### src/shutdown_override_pkg.sv
// Constants for the shutdown override and input source selection block.
// Assumes a single 100 MHz clock domain; no register bus, plain ports only.
package shutdown_override_pkg;

    // Shutdown-state field encodings
    localparam logic [1:0] SD_INACTIVE = 2'h0;
    localparam logic [1:0] SD_TRISTATE = 2'h1;
    localparam logic [1:0] SD_DRIVE_LOW = 2'h2;
    localparam logic [1:0] SD_DRIVE_HIGH = 2'h3;

    // Control byte field positions
    localparam int SEL_LSB = 0;
    localparam int SEL_MSB = 2;
    localparam int GAP_BIT = 3;
    localparam int SDA_LSB = 4;
    localparam int SDA_MSB = 5;
    localparam int SDB_LSB = 6;
    localparam int SDB_MSB = 7;

    // Reset values
    localparam logic [2:0] SEL_RESET = 3'h0;
    localparam logic [1:0] SD_RESET = 2'h0;

    // Input source select codes
    localparam logic [2:0] SRC_NONE0 = 3'h0;
    localparam logic [2:0] SRC_NONE1 = 3'h1;
    localparam logic [2:0] SRC_PWM1 = 3'h2;
    localparam logic [2:0] SRC_PWM2 = 3'h3;
    localparam logic [2:0] SRC_PWM3 = 3'h4;
    localparam logic [2:0] SRC_PWM4 = 3'h5;
    localparam logic [2:0] SRC_PIN = 3'h6;
    localparam logic [2:0] SRC_RESERVED = 3'h7;

    // Output state machine
    typedef enum logic [1:0] {
        ST_RUN = 2'b00,
        ST_SHUT = 2'b01
    } out_state_t;

endpackage

### src/shutdown_out_stage.sv
// One output channel: applies the shutdown-state override to a normal level.
// Assumes dead-band timing is done upstream; deadband_done marks its end.
`timescale 1ns/1ps
`default_nettype none
module shutdown_out_stage (
    // Clock and reset
    input wire logic mclk,
    input wire logic rst_sync_n,
    // Control
    input wire logic shutdown_event_active,
    input wire logic [1:0] shutdown_level,
    input wire logic polarity,
    input wire logic normal_level,
    input wire logic deadband_done,
    // Pin
    output logic pin_out,
    output logic pin_oe
);
    import shutdown_override_pkg::*;

    logic out_d;
    logic out_q;
    logic oe_d;
    logic oe_q;

    // Override decode; polarity only kept for the inactive code
    always_comb begin
        out_d = normal_level ^ polarity;
        oe_d = 1'b1;
        if (shutdown_event_active) begin
            case (shutdown_level)
                SD_DRIVE_HIGH: out_d = 1'b1;
                SD_DRIVE_LOW: out_d = 1'b0;
                SD_TRISTATE: begin
                    out_d = 1'b0;
                    oe_d = 1'b0;
                end
                default: begin
                    // Hold the last level until dead band ends
                    out_d = deadband_done ? polarity : out_q;
                end
            endcase
        end
    end

    // Registered pin drive avoids glitches on the mode change
    always_ff @(posedge mclk or negedge rst_sync_n) begin
        if (!rst_sync_n) begin
            out_q <= 1'b0;
            oe_q <= 1'b0;
        end else begin
            out_q <= out_d;
            oe_q <= oe_d;
        end
    end

    assign pin_out = out_q;
    assign pin_oe = oe_q;
endmodule // shutdown_out_stage
`default_nettype wire

### src/shutdown_override_source_sel.sv
// Shutdown override and input source selection for the complementary
// waveform generator: source mux, control byte image and two pin stages.
// Assumes all inputs synchronous to mclk and dead-band timing done upstream;
// the shutdown flag comes from detection logic outside this block.
//
// Overview of operation
// - Overrides apply only while the shutdown event active bit is set.
// - Output A code 11 drives high, ignoring polarity.
// - Output A code 10 drives low, ignoring polarity.
// - Output A code 01 disables the output driver.
// - Output A code 00 goes inactive after dead band, polarity applied.
// - Output B code 00 goes inactive after dead band, polarity applied.
// - Unimplemented bit 3 of the control byte reads zero.
// - Codes 101,100,011,010 pick PWM channels four, three, two, one.
// - Output B field in bits 7-6 behaves like output A field.
`timescale 1ns/1ps
`default_nettype none
module shutdown_override_source_sel (
    // Clock and reset
    input wire logic mclk,
    input wire logic rst_n,
    // Source select code
    input wire logic [2:0] input_source_select,
    // Shutdown-state fields
    input wire logic [1:0] shutdown_level_out_a,
    input wire logic [1:0] shutdown_level_out_b,
    // Output polarity, high inverts
    input wire logic polarity_out_a,
    input wire logic polarity_out_b,
    // Shutdown status
    input wire logic shutdown_event_active,
    // PWM channel outputs
    input wire logic pwm_ch1_output,
    input wire logic pwm_ch2_output,
    input wire logic pwm_ch3_output,
    input wire logic pwm_ch4_output,
    // External generator input pin
    input wire logic generator_input_pin,
    // Normal waveform levels, before polarity
    input wire logic normal_level_a,
    input wire logic normal_level_b,
    // Dead-band elapsed flags
    input wire logic deadband_done_a,
    input wire logic deadband_done_b,
    // Control byte readback
    output logic [7:0] control_readback,
    // Selected generator input
    output logic selected_source,
    // Output A pin
    output logic generator_output_a,
    output logic generator_output_a_oe,
    // Output B pin
    output logic generator_output_b,
    output logic generator_output_b_oe
);
    import shutdown_override_pkg::*;

    // ****************************************************************
    // Declarations
    // ****************************************************************

    // Reset release chain
    logic rst_meta_d;
    logic rst_meta_q;
    logic rst_sync_d;
    logic rst_sync_n;

    // Shutdown flag shared by both stages
    logic shutdown_now;

    // Source decode, gating and pick
    logic [4:0] src_hit;
    logic [4:0] src_lvl;
    wire [4:0] src_gated;
    logic src_d;
    logic src_q;

    // Control byte image
    logic [7:0] rb_d;
    logic [7:0] rb_q;

    // ****************************************************************
    // Reset release
    // ****************************************************************

    // Next values of the release chain; the first stage always heads high
    always_comb begin
        rst_meta_d = 1'b1;
        rst_sync_d = rst_meta_q;
    end

    // Two-stage release; only the second stage fans out, so every
    // flop outside the chain leaves reset on the same edge
    always_ff @(posedge mclk or negedge rst_n) begin
        if (!rst_n) begin
            rst_meta_q <= 1'b0;
            rst_sync_n <= 1'b0;
        end else begin
            rst_meta_q <= rst_meta_d;
            rst_sync_n <= rst_sync_d;
        end
    end

    // ****************************************************************
    // Shutdown routing
    // ****************************************************************

    // One fan-out point for the shutdown flag, so both pin stages switch on one edge
    assign shutdown_now = shutdown_event_active;

    // ****************************************************************
    // Input source select
    // ****************************************************************

    // One-hot decode of the source code; undefined and reserved codes
    // hit nothing, so the generator then sees a quiet low input
    always_comb begin
        src_hit = 5'h00;
        case (input_source_select)
            SRC_PWM1: src_hit[0] = 1'b1;
            SRC_PWM2: src_hit[1] = 1'b1;
            SRC_PWM3: src_hit[2] = 1'b1;
            SRC_PWM4: src_hit[3] = 1'b1;
            SRC_PIN: src_hit[4] = 1'b1;
            SRC_NONE0, SRC_NONE1: src_hit = 5'h00;
            default: src_hit = 5'h00;
        endcase
    end

    // Candidate levels in the order of their hit bits
    assign src_lvl = {generator_input_pin, pwm_ch4_output, pwm_ch3_output,
        pwm_ch2_output, pwm_ch1_output};

    // One gate per candidate, so every path has the same depth
    for (genvar i = 0; i < 5; i++) begin : g_src_gate
        assign src_gated[i] = src_lvl[i] & src_hit[i];
    end

    // At most one gate is open, so an OR of all five is the pick
    always_comb begin
        src_d = |src_gated;
    end

    // Registered pick; a change of code shows one edge later, which
    // keeps a decode glitch off the generator input
    always_ff @(posedge mclk or negedge rst_sync_n) begin
        if (!rst_sync_n) begin
            src_q <= 1'b0;
        end else begin
            src_q <= src_d;
        end
    end

    assign selected_source = src_q;

    // ****************************************************************
    // Control byte readback
    // ****************************************************************

    // Control byte image, high bit first:
    //   7..6 output B shutdown-state field
    //   5..4 output A shutdown-state field
    //   3    unused, always low whatever the fields hold
    //   2..0 input source code
    // Software sees the same layout that it writes
    always_comb begin
        rb_d = 8'h00;
        rb_d[SEL_MSB:SEL_LSB] = input_source_select;
        rb_d[GAP_BIT] = 1'b0;
        rb_d[SDA_MSB:SDA_LSB] = shutdown_level_out_a;
        rb_d[SDB_MSB:SDB_LSB] = shutdown_level_out_b;
    end

    // Reset image is built from the reset field values only
    always_ff @(posedge mclk or negedge rst_sync_n) begin
        if (!rst_sync_n) begin
            rb_q <= {SD_RESET, SD_RESET, 1'b0, SEL_RESET};
        end else begin
            rb_q <= rb_d;
        end
    end

    assign control_readback = rb_q;

    // ****************************************************************
    // Output A override
    // ****************************************************************

    // Output A channel; code 00 waits on its own dead-band flag, the
    // other codes act on the edge after the shutdown flag rises
    shutdown_out_stage u_out_a (
        .mclk(mclk),
        .rst_sync_n(rst_sync_n),
        .shutdown_event_active(shutdown_now),
        .shutdown_level(shutdown_level_out_a),
        .polarity(polarity_out_a),
        .normal_level(normal_level_a),
        .deadband_done(deadband_done_a),
        .pin_out(generator_output_a),
        .pin_oe(generator_output_a_oe)
    );

    // ****************************************************************
    // Output B override
    // ****************************************************************

    // Output B channel, same decode as A with its own polarity and
    // dead-band flag, so the two pins may settle on different edges
    shutdown_out_stage u_out_b (
        .mclk(mclk),
        .rst_sync_n(rst_sync_n),
        .shutdown_event_active(shutdown_now),
        .shutdown_level(shutdown_level_out_b),
        .polarity(polarity_out_b),
        .normal_level(normal_level_b),
        .deadband_done(deadband_done_b),
        .pin_out(generator_output_b),
        .pin_oe(generator_output_b_oe)
    );
endmodule // shutdown_override_source_sel
`default_nettype wire

### config.mk
export PLATFORM = sky130hd
export DESIGN_NAME = shutdown_override_source_sel
export DESIGN_NICKNAME = d
export VERILOG_FILES = /design/src/shutdown_override_pkg.sv /design/src/shutdown_out_stage.sv /design/src/shutdown_override_source_sel.sv
export SDC_FILE = /design/constraint.sdc
export NUM_CORES = 1
export LEC_CHECK = 0
export ABC_AREA = 1
export BUFFER_PORTS_ARGS = -buffer_cell sky130_fd_sc_hd__buf_2
export CAP_MARGIN = 15
export CORE_UTILIZATION = 43
export DETAILED_ROUTE_END_ITERATION = 6
export GPL_ROUTABILITY_DRIVEN = 0
export PLACE_DENSITY = 0.79
export SKIP_CTS_REPAIR_TIMING = 1
export SLEW_MARGIN = 15
export SYNTH_ARGS = -nofsm -noshare
export SYNTH_HDL_FRONTEND = slang
export SYNTH_SLANG_ARGS = --single-unit
### constraint.sdc
create_clock -name mclk -period 0.8 [get_ports mclk]
set_input_delay 0.24 -clock mclk [delete_from_list [all_inputs] [get_ports mclk]]
set_output_delay 0.24 -clock mclk [all_outputs]
set_load 0.1 [all_outputs]
# == Yosys cells after proc, flatten, opt, wreduce, memory -nomap -nowiden ==
# Cells that the tools add are included.
# totals
reg_bits,14
latch_bits,0
mem_bits_rw,0
mem_bits_ro,0
inputBits,21
out_inout_bits,13
wordCells,46
memories,0
# classes
add_sub_neg,0
mul,0
div_mod_pow,0
order_cmp,0
eq_ne,13
n_shift,0
n_mux,15
bitwise,7
n_reduce_logical,3
# ops
operator,count
1-bit 2-to-1 mux,13
3-bit equality test (second input constant),3
2-bit equality test (second input constant),4
4-bit by 2-bit != test with 1-bit output (second input constant),2
3-bit by 2-bit equality test with 1-bit output (second input constant),2
1-bit AND,5
5-bit OR reduction,1
2-bit by 1-bit equality test with 1-bit output (second input constant),2
1-bit one-hot mux with 2 select lines,2
2-bit OR reduction,2
1-bit bitwise XOR,2

# == Longest topological paths before layout ==
# Gate-level depths: netlist of the first run.
# logic_depth
depth_word,4
ltp_mapped,8
ltp_nobuf,8

# == By module ==
# Synthesis of the first run repeated with hierarchy kept, for this count alone.
# unflattened
hier_cells,75
area_unflattened_um2,658.1
# by_module_without_submodules
mod,n_inst,cells_per_inst,area_each_um2,seq_area_each_um2
shutdown_out_stage,2,24,166.4,50.0
shutdown_override_source_sel,1,27,325.3,250.2

# == Worst setup path before layout of the first run ==
# OpenSTA, ideal clock, no wires.
# synth_path
path_kind,register to register
startpoint,"register, netlist name u_out_a.pin_out"
endpoint,register u_out_a.out_q (netlist: u_out_a.pin_out)
setup_ns,0.068
arrival_ns,1.148
t_required_ns,0.732
slack_ns,-0.416
stages_incl_launch_ff,3
path_buffers,0
synth_period_minus_slack_ns,1.216
path_cell_list,dfrtp_1 nand4_1 nand2_1
# synth_rtl
item,line,text
"end signal, assigned",shutdown_out_stage.sv:52,out_q <= out_d;
"end, declared",shutdown_out_stage.sv:22,logic out_q;

# == Final worst setup path of the first run ==
# layout_path
startpoint,register u_out_a.out_q (netlist: u_out_a.pin_out)
endpoint,output generator_output_a
# layout_rtl
item,line,text
"end, declared",shutdown_override_source_sel.sv:50,"output logic generator_output_a,"
# No word-level cell between the ends.

==> qor.yml, run 1 <==
status: "complete, but fails checks"
violations: "negative setup slack"
die_w_microns: 41.9
hold_depth: 1
netSwitchingFraction_pct: 37.1
pin_count: 34
cts_buffers: 3
crit_family: "flip-flops"
end_kind: "output port"
hold_start: "input_source_select[1]"
start_util_pct: 46.1
vias: 625
path_clk_slew_ns: 0.08
antenna_cells: 0
min_period_ns: 1.19
critPathBufInv: 1
leakagePower_uw: 0.000600
grt_pass1_vias: 665
final_util_pct: 77.9
routed_wl_microns: 1570
yosys_warnings: 0
yosysUniqueCellTypes: 15
pwr_density_cell_nw_per_um2: 1660
ys_ff_latch: 14
fmax_mhz: 840
seqPwrFrac_pct: 42.9
synth_most_common_cell: "nand2_1"
worst_clock_skew_ns: 0.00542
synthTopCellsByArea: "dfrtp_1 51%, ha_1 11%, nand2_1 11%"
maxCapViolCount: 0
first_pass_iters: 4
fillCellCount: 95
rsz0062_at_grt: "true"
port_buffers: 32
dp_slack_ns: -0.295
synth_edf_count: 0
wl_per_cell_microns: 11.8
insertion_delay_ns: 0.27
worstPathRequired_ns: 0.56
cpMaxStageDelayCell: "dfrtp_4"
cts_root_buffer: "clkbuf_4"
nets: 146
layout-drive-gt1-share_pct: 53.0
worstReg2RegEnd: "u_out_b.pin_out"
track_usage_pct: 20.6
min_period_over_period_pct: 149
core_area_sq_um: 1490
drc: 0
netlist_instances: 80
pwr-share-comb_pct: 37.2
avgViaCountPerCell: 4.70
yosysTopAreaCellShare_pct: 51.1
arrival_ns: 0.95
netlist_area_sq_um: 686
die-area_sq_um: 1760
ir_drop_mv: 1.32
hold_path_class: "input pin to flip-flop"
worstPathMaxFanout: 2
antenna_found_initial: 0
critPathLaunchType: "flip-flop"
r2r_slack_ns: 0.06
pwr-share-clk_pct: 19.9
fp-row-count: 14
drtIter0Drc: 5
setup_viol: 12
drv_slew: 0
ant_nets: 0
crit_type: "flip-flop to output port"
critical_path.max_stage_delay_ns: 0.50
yosys-top-cells-count: "20 x nand2_1, 15 x inv_1, 14 x dfrtp_1"
tightest_slew_ns: 0.509
synth_area_per_cell_sq_um: 8.57
hold_viol: 0
reg2reg_from: "u_out_b.pin_out"
hpwl_microns: 1310
r2r_cells: 2
grt_max_degree: 13
p_int_uw: 1210
grt_pass1_wl_microns: 2680
synth_fp_nets: 107
hold-path-endpoint: "control_readback[1]"
ys_seq_area_share_pct: 51.1
async_flop_share_pct: 100
synth.largest_area_cell: "dfrtp_1"
path_cells: "buf_12"
cts.path.max_buffers: 2
die_h_microns: 41.9
htree_levels: 1
slew_headroom_pct: 66.1
overflow: 0
synthFlopType: "dfrtp_1"
clock-sinks: 14
area_growth_pct: 69.2
p_sw_uw: 714
worst_slack_ns: -0.390
tritoncts: "done"
registers in the layout (all words and copies together), names as in the netlist:
signal / flops
control_readback: 7
rst_meta_q: 1
rst_sync_n: 1
selected_source: 1
u_out_a.pin_oe: 1
u_out_a.pin_out: 1
u_out_b.pin_oe: 1
u_out_b.pin_out: 1
worst max path at each step:
stage,cells after the start,start,to
detailed placement,7,shutdown_level_out_a[1],u_out_a.pin_out
CTS,1,u_out_b.pin_out,generator_output_b
global placement,7,shutdown_level_out_a[1],u_out_a.pin_out
floorplan,2,u_out_b.pin_out,u_out_b.pin_out
global route,1,u_out_a.pin_out,generator_output_a
finish,1,u_out_a.pin_out,generator_output_a
area by class of cell:
type / instances / area [sq um] / area share (%)
flip-flops and latches: 14 / 395 / 34.1
repair buffers: 36 / 378 / 32.6
multi-input cells: 45 / 268 / 23.1
inverters: 19 / 76.3 / 6.58
clock buffers: 3 / 22.5 / 1.94
well taps: 16 / 20.0 / 1.73
placed cells by master, fill, tap and decap left out, types with 3 or more instances in the layout:
cell type,instances
ha_1,5
inv_2,6
nand2_1,20
buf_2,18
dfrtp_4,12
buf_12,12
nor2_1,5
buf_4,5
nand3_1,5
inv_1,11
clkbuf_4,3
per-layer routing:
metal | wire (microns) | track usage [%] | up-vias | share of wire, %
met5 | 0 | 0 | - | 0
li1 | - | - | 305 | -
met1 | 527 | 19.6 | 296 | 33
met4 | 62 | 11.6 | 0 | 3.9
met3 | 39 | 2.61 | 6 | 2.5
met2 | 945 | 40.9 | 18 | 60
cell families after synthesis:
| logic type | Yosys count | share of synthesized area, % |
|---|---|---|
| buffers and inverters | 21 | 13.5 |
| flip-flops | 14 | 51.1 |
| AND/OR/NAND/NOR | 35 | 21.9 |
| adder cells (fa/ha/maj) | 6 | 10.9 |
| other | 2 | 1.10 |
| AO/OA/AOI/OAI | 2 | 1.46 |
stage by stage:
step                      hold WS, ns  cell area (sq um)  total power [uW]  setup TNS, ns  std cells
after floorplan               -0.0556                748              1250         -0.560         80
after global placement         0.0255               1110              1520          -1.31        129
after detailed placement       0.0329               1110              1540          -1.52        129
after CTS                      -0.268               1130              1920          -4.51        132
after global routing           0.0800               1160              2010          -4.79        133
final                          0.0949               1160              1920          -4.46        133
power by group through the flow:
| stage | clock network (uW) | registers [uW] | logic (uW) |
|---|---|---|---|
| after global placement | 0 | 840 | 678 |
| final | 383 | 826 | 716 |
| after CTS | 390 | 827 | 701 |
| after global routing | 429 | 833 | 747 |
| after detailed placement | 0 | 844 | 700 |
| after floorplan | 0 | 1110 | 139 |
Note: power is estimated with default switching activity, not from simulation.
==> inputs of run 2 (changes only) <==
--- a/config.mk
+++ b/config.mk
@@ -12,6 +12,7 @@
 export DETAILED_ROUTE_END_ITERATION = 6
 export GPL_ROUTABILITY_DRIVEN = 0
 export PLACE_DENSITY = 0.79
+export RECOVER_POWER = 50
 export SKIP_CTS_REPAIR_TIMING = 1
 export SLEW_MARGIN = 15
 export SYNTH_ARGS = -nofsm -noshare
==> qor.yml, run 2 (synthesized netlist as in run 1, its figures left out) <==
crit_family: "flip-flops"
core_area_sq_um: 1490
critical_path_depth: 1
path_clk_slew_ns: 0.08
end_kind: "output port"
hold_depth: 1
die_w_microns: 41.9
p_int_uw: 1200
htree_levels: 1
routed_wl_microns: 1570
insertion_delay_ns: 0.28
area_growth_pct: 67.0
vias: 628
arrival_ns: 0.95
avgViaCountPerCell: 4.72
clock-sinks: 14
cts_buffers: 3
r2r_cells: 2
place_area_sq_um: 1110
tightest_slew_ns: 0.511
rsz0062_at_grt: "true"
layout_common_cells: "20 x nand2_1, 12 x dfrtp_4, 12 x buf_2, 12 x buf_12, 11 x inv_1"
p_sw_uw: 716
critPathBufInv: 1
leakagePower_uw: 0.000573
min_period_over_period_pct: 149
antenna_found_initial: 0
overflow: 0
pwr_density_cell_nw_per_um2: 1680
seqPwrFrac_pct: 43.1
tritoncts: "done"
largest_reg_flops: 7
hold_path_class: "input pin to flip-flop"
grt_pass1_vias: 665
pwr-share-clk_pct: 20.1
status: "complete, but fails checks"
drtIter0Drc: 9
worst_slack_ns: -0.390
netSwitchingFraction_pct: 37.3
critical_path.max_stage_delay_ns: 0.50
track_usage_pct: 20.6
drv_slew: 0
slew_headroom_pct: 65.9
die-area_sq_um: 1760
pin_count: 34
min_period_ns: 1.19
worst_clock_skew_ns: 0.00427
antenna_cells: 0
ant_nets: 0
die_h_microns: 41.9
ir_drop_mv: 1.26
dp_slack_ns: -0.295
nets: 146
wl_per_cell_microns: 11.8
final_common_cell: "nand2_1"
layout-drive-gt1-share_pct: 45.3
grt_pass1_wl_microns: 2680
setup_viol: 14
grt_max_degree: 13
port_buffers: 32
cts.path.max_buffers: 2
cpMaxStageDelayCell: "dfrtp_4"
first_pass_iters: 4
crit_type: "flip-flop to output port"
design_area_sq_um: 1140
hold_viol: 0
drc: 0
fp-row-count: 14
worstPathRequired_ns: 0.56
pwr-share-comb_pct: 36.8
hpwl_microns: 1310
cts_root_buffer: "clkbuf_4"
start_util_pct: 46.1
worstPathMaxFanout: 2
fmax_mhz: 840
path_cells: "buf_12"
holdWs_ns: 0.0960
critPathLaunchType: "flip-flop"
violations: "negative setup slack"
maxCapViolCount: 0
-- run 2: cell count changes in the layout (fill, tap and decap cells not counted), sizes merged --
cell | before | now
clkinv | 0 | 1
buf | 35 | 26
clkbuf | 3 | 12
inv | 19 | 18
-- run 2: power by group through the flow --
stage | Clock, uW | Combinational [uW] | Sequential, uW
floorplan | 0 | 139 | 1110
global placement | 0 | 678 | 840
detailed placement | 0 | 700 | 844
CTS | 390 | 701 | 827
global route | 429 | 737 | 833
finish | 385 | 706 | 827
-- run 2: routing by layer --
| layer | global-route usage, % | vias to the layer above | routed length, microns |
|---|---|---|---|
| li1 | - | 306 | - |
| met5 | 0 | - | 0 |
| met1 | 19.6 | 297 | 531 |
| met2 | 40.9 | 19 | 945 |
| met3 | 2.61 | 6 | 40 |
| met4 | 11.6 | 0 | 57 |
-- run 2: area by class of cell --
cell class	instances	area, sq um
Tap cell	16	20.0
Timing Repair Buffer	36	363
Sequential cell	14	395
Multi-Input combinational cell	45	268
Inverter	19	76.3
Clock buffer	3	22.5
Fill cell	103	344
-- run 2: per-stage QoR --
stage          power, uW  utilization (%)  cells  TNS (ns)
2_1_floorplan       1250                -     80    -0.560
3_3_place_gp        1520             74.7    129     -1.31
3_5_place_dp        1540             74.7    129     -1.52
4_1_cts             1920             76.2    132     -4.51
5_1_grt             2000             76.9    133     -5.00
6_report            1920             76.9    133     -4.58
-- run 2: path summary, 6_finish.rpt --
check | from | end | slack, ns
max in group asynchronous | rst_sync_n | control_readback[0] | 0.20
min in group asynchronous | rst_sync_n | control_readback[6] | 0.21
worst max register to register | u_out_b.pin_out | u_out_b.pin_out | 0.06
worst min register to register | rst_sync_n | control_readback[6] | 0.21
worst min-delay path | input_source_select[1] | control_readback[1] | 0.1
worst max-delay path | u_out_a.pin_out | generator_output_a | -0.39
==> inputs of run 3 (changes only) <==
--- a/config.mk
+++ b/config.mk
@@ -5,10 +5,9 @@
 export SDC_FILE = /design/constraint.sdc
 export NUM_CORES = 1
 export LEC_CHECK = 0
-export ABC_AREA = 1
 export BUFFER_PORTS_ARGS = -buffer_cell sky130_fd_sc_hd__buf_2
 export CAP_MARGIN = 15
-export CORE_UTILIZATION = 43
+export CORE_UTILIZATION = 42
 export DETAILED_ROUTE_END_ITERATION = 6
 export GPL_ROUTABILITY_DRIVEN = 0
 export PLACE_DENSITY = 0.79
==> constraint.sdc (replaced) <==
create_clock -name mclk -period 0.8 [get_ports mclk]
set_input_delay 0.24 -clock mclk [delete_from_list [all_inputs] [get_ports mclk]]
set_output_delay 0.24 -clock mclk [all_outputs]
set_load 0.05 [all_outputs]
==> qor.yml, run 3 <==
r2r_cells: 3
worstReg2RegEnd: "u_out_a.pin_out"
tritoncts: "done"
reg2reg_from: "u_out_a.pin_out"
async_flop_share_pct: 100
routed_wl_microns: 1240
finalNonFillerCells: 109
path_clk_slew_ns: 0.08
start_util_pct: 46.4
hpwl_microns: 896
vias: 524
fp-row-count: 13
hold_path_class: "input pin to flip-flop"
worst_clock_skew_ns: 0.00453
pin_count: 34
antenna_found_initial: 0
crit_type: "input pin to flip-flop"
ir_drop_mv: 1.52
htree_levels: 1
worstPathMaxFanout: 3
min_period_ns: 1.15
cts.path.max_buffers: 2
min_period_over_period_pct: 144
final_common_cell: "buf_2"
synth_area_per_cell_sq_um: 12.5
yosys-top-cells-count: "14 x dfrtp_1, 6 x ha_1, 5 x inv_1"
yosysTopAreaCellShare_pct: 55.9
insertion_delay_ns: 0.27
arrival_ns: 1.33
yosys_warnings: 0
synth_fp_nets: 77
ys_seq_area_share_pct: 55.9
critPathLaunchType: "input pin"
wl_per_cell_microns: 11.3
fillCellCount: 102
track_usage_pct: 16.9
r2r_slack_ns: -0.32
hold_viol: 0
holdWs_ns: 0.0868
maxCapViolCount: 0
worstPathRequired_ns: 0.98
overflow: 0
layout-drive-gt1-share_pct: 68.1
largest_reg_flops: 7
netlist_instances: 50
pwr_density_cell_nw_per_um2: 1670
port_buffers: 32
setup_tns_ns: -3.90
ys_ff_latch: 14
worst_slack_ns: -0.355
leakagePower_uw: 0.000477
synthFlopType: "dfrtp_1"
antenna_cells: 0
crit_path_end: "u_out_a.pin_out"
yosysUniqueCellTypes: 23
violations: "negative setup slack"
clock-sinks: 14
grt_pass1_vias: 451
synthTopCellsByArea: "dfrtp_1 56%, ha_1 12%, inv_1 3.0%"
cts_root_buffer: "clkbuf_4"
die-area_sq_um: 1650
grt_pass1_wl_microns: 1750
layout_common_cells: "14 x buf_2, 13 x buf_6, 12 x dfrtp_2, 7 x clkbuf_1, 5 x buf_4"
synth_most_common_cell: "dfrtp_1"
setup_viol: 14
cts_buffers: 3
fmax_mhz: 866
synth_edf_count: 0
end_kind: "flip-flop"
netlist_area_sq_um: 627
grt_max_degree: 13
synth.largest_area_cell: "dfrtp_1"
drtIter0Drc: 4
core_area_sq_um: 1350
die_h_microns: 40.6
cp-startpoint: "shutdown_level_out_a[1]"
area_growth_pct: 66.3
drv_slew: 0
status: "complete, but fails checks"
die_w_microns: 40.6
dp.cells: 104
rsz0062_at_grt: "true"
ant_nets: 0
drc: 0
nets: 122
first_pass_iters: 2
dp_slack_ns: -0.667
avgViaCountPerCell: 4.81
## run 3: changes by cell type in the layout (fill, tap and decap cells not counted), moves of 3 or more
| cell | before | now |
|---|---|---|
| dfrtp_4 | 12 | 0 |
| buf_6 | 0 | 13 |
| inv_1 | 11 | 1 |
| nor2_1 | 5 | 2 |
| nand2_1 | 20 | 3 |
| buf_12 | 12 | 0 |
| buf_4 | 2 | 5 |
| dfrtp_2 | 0 | 12 |
| nand3_1 | 5 | 0 |
## run 3: how the worst min path moves through the flow
stage | cells past startpoint | start | to | slack, ns
after floorplan | 0 | rst_n | rst_meta_q | -0.06
after global placement | 1 | rst_n | rst_sync_n | 0.02
after detailed placement | 1 | rst_n | rst_meta_q | 0.03
after CTS | 1 | rst_n | rst_meta_q | -0.27
after global routing | 1 | shutdown_level_out_a[1] | control_readback[5] | 0.06
final | 1 | shutdown_level_out_a[1] | control_readback[5] | 0.09
## run 3: report_power, final
group	leakage [uW]	internal [uW]	total, uW	switching [uW]
Sequential	0.000148	757	778	21.2
Clock	0.0000210	277	485	209
Combinational	0.000308	203	477	273
## run 3: kinds of logic after synthesis
logic type | after synthesis | synth area share [%]
simple gates | 13 | 16.0
xor+xnor | 1 | 1.40
compound gates | 6 | 5.99
other cells | 2 | 1.20
mux | 2 | 3.39
buf+inv | 6 | 4.19
fa+ha+maj | 6 | 12.0
flops | 14 | 55.9
## run 3: through the flow
stage	area, sq um	power [uW]	util, %
floorplan	662	1040	-
global placement	893	1180	66.2
finish	1040	1740	77.2
global route	1040	1860	77.2
CTS	930	1680	68.9
detailed placement	893	1190	66.2
## run 3: metal layers
metal	global-route usage, %	routed length, microns
met5	0	0
met4	5.00	12
met3	8.15	77
met2	29.4	679
met1	17.8	466
## run 3: worst max-delay path, cell delays in order
cell and delay (ns):
buf_6 0.10, inv_4 0.05, ha_4 0.20, nor4b_4 0.25, and4bb_2 0.26, nor4_2 0.22
## run 3: cell type report
cell class | instances | area, sq um | area share, %
Tap cell | 15 | 18.8 | 1.80
Inverter | 5 | 21.3 | 2.04
Clock buffer | 4 | 36.3 | 3.48
Multi-Input combinational cell | 30 | 305 | 29.3
Sequential cell | 14 | 365 | 35.1
Timing Repair Buffer | 41 | 295 | 28.3
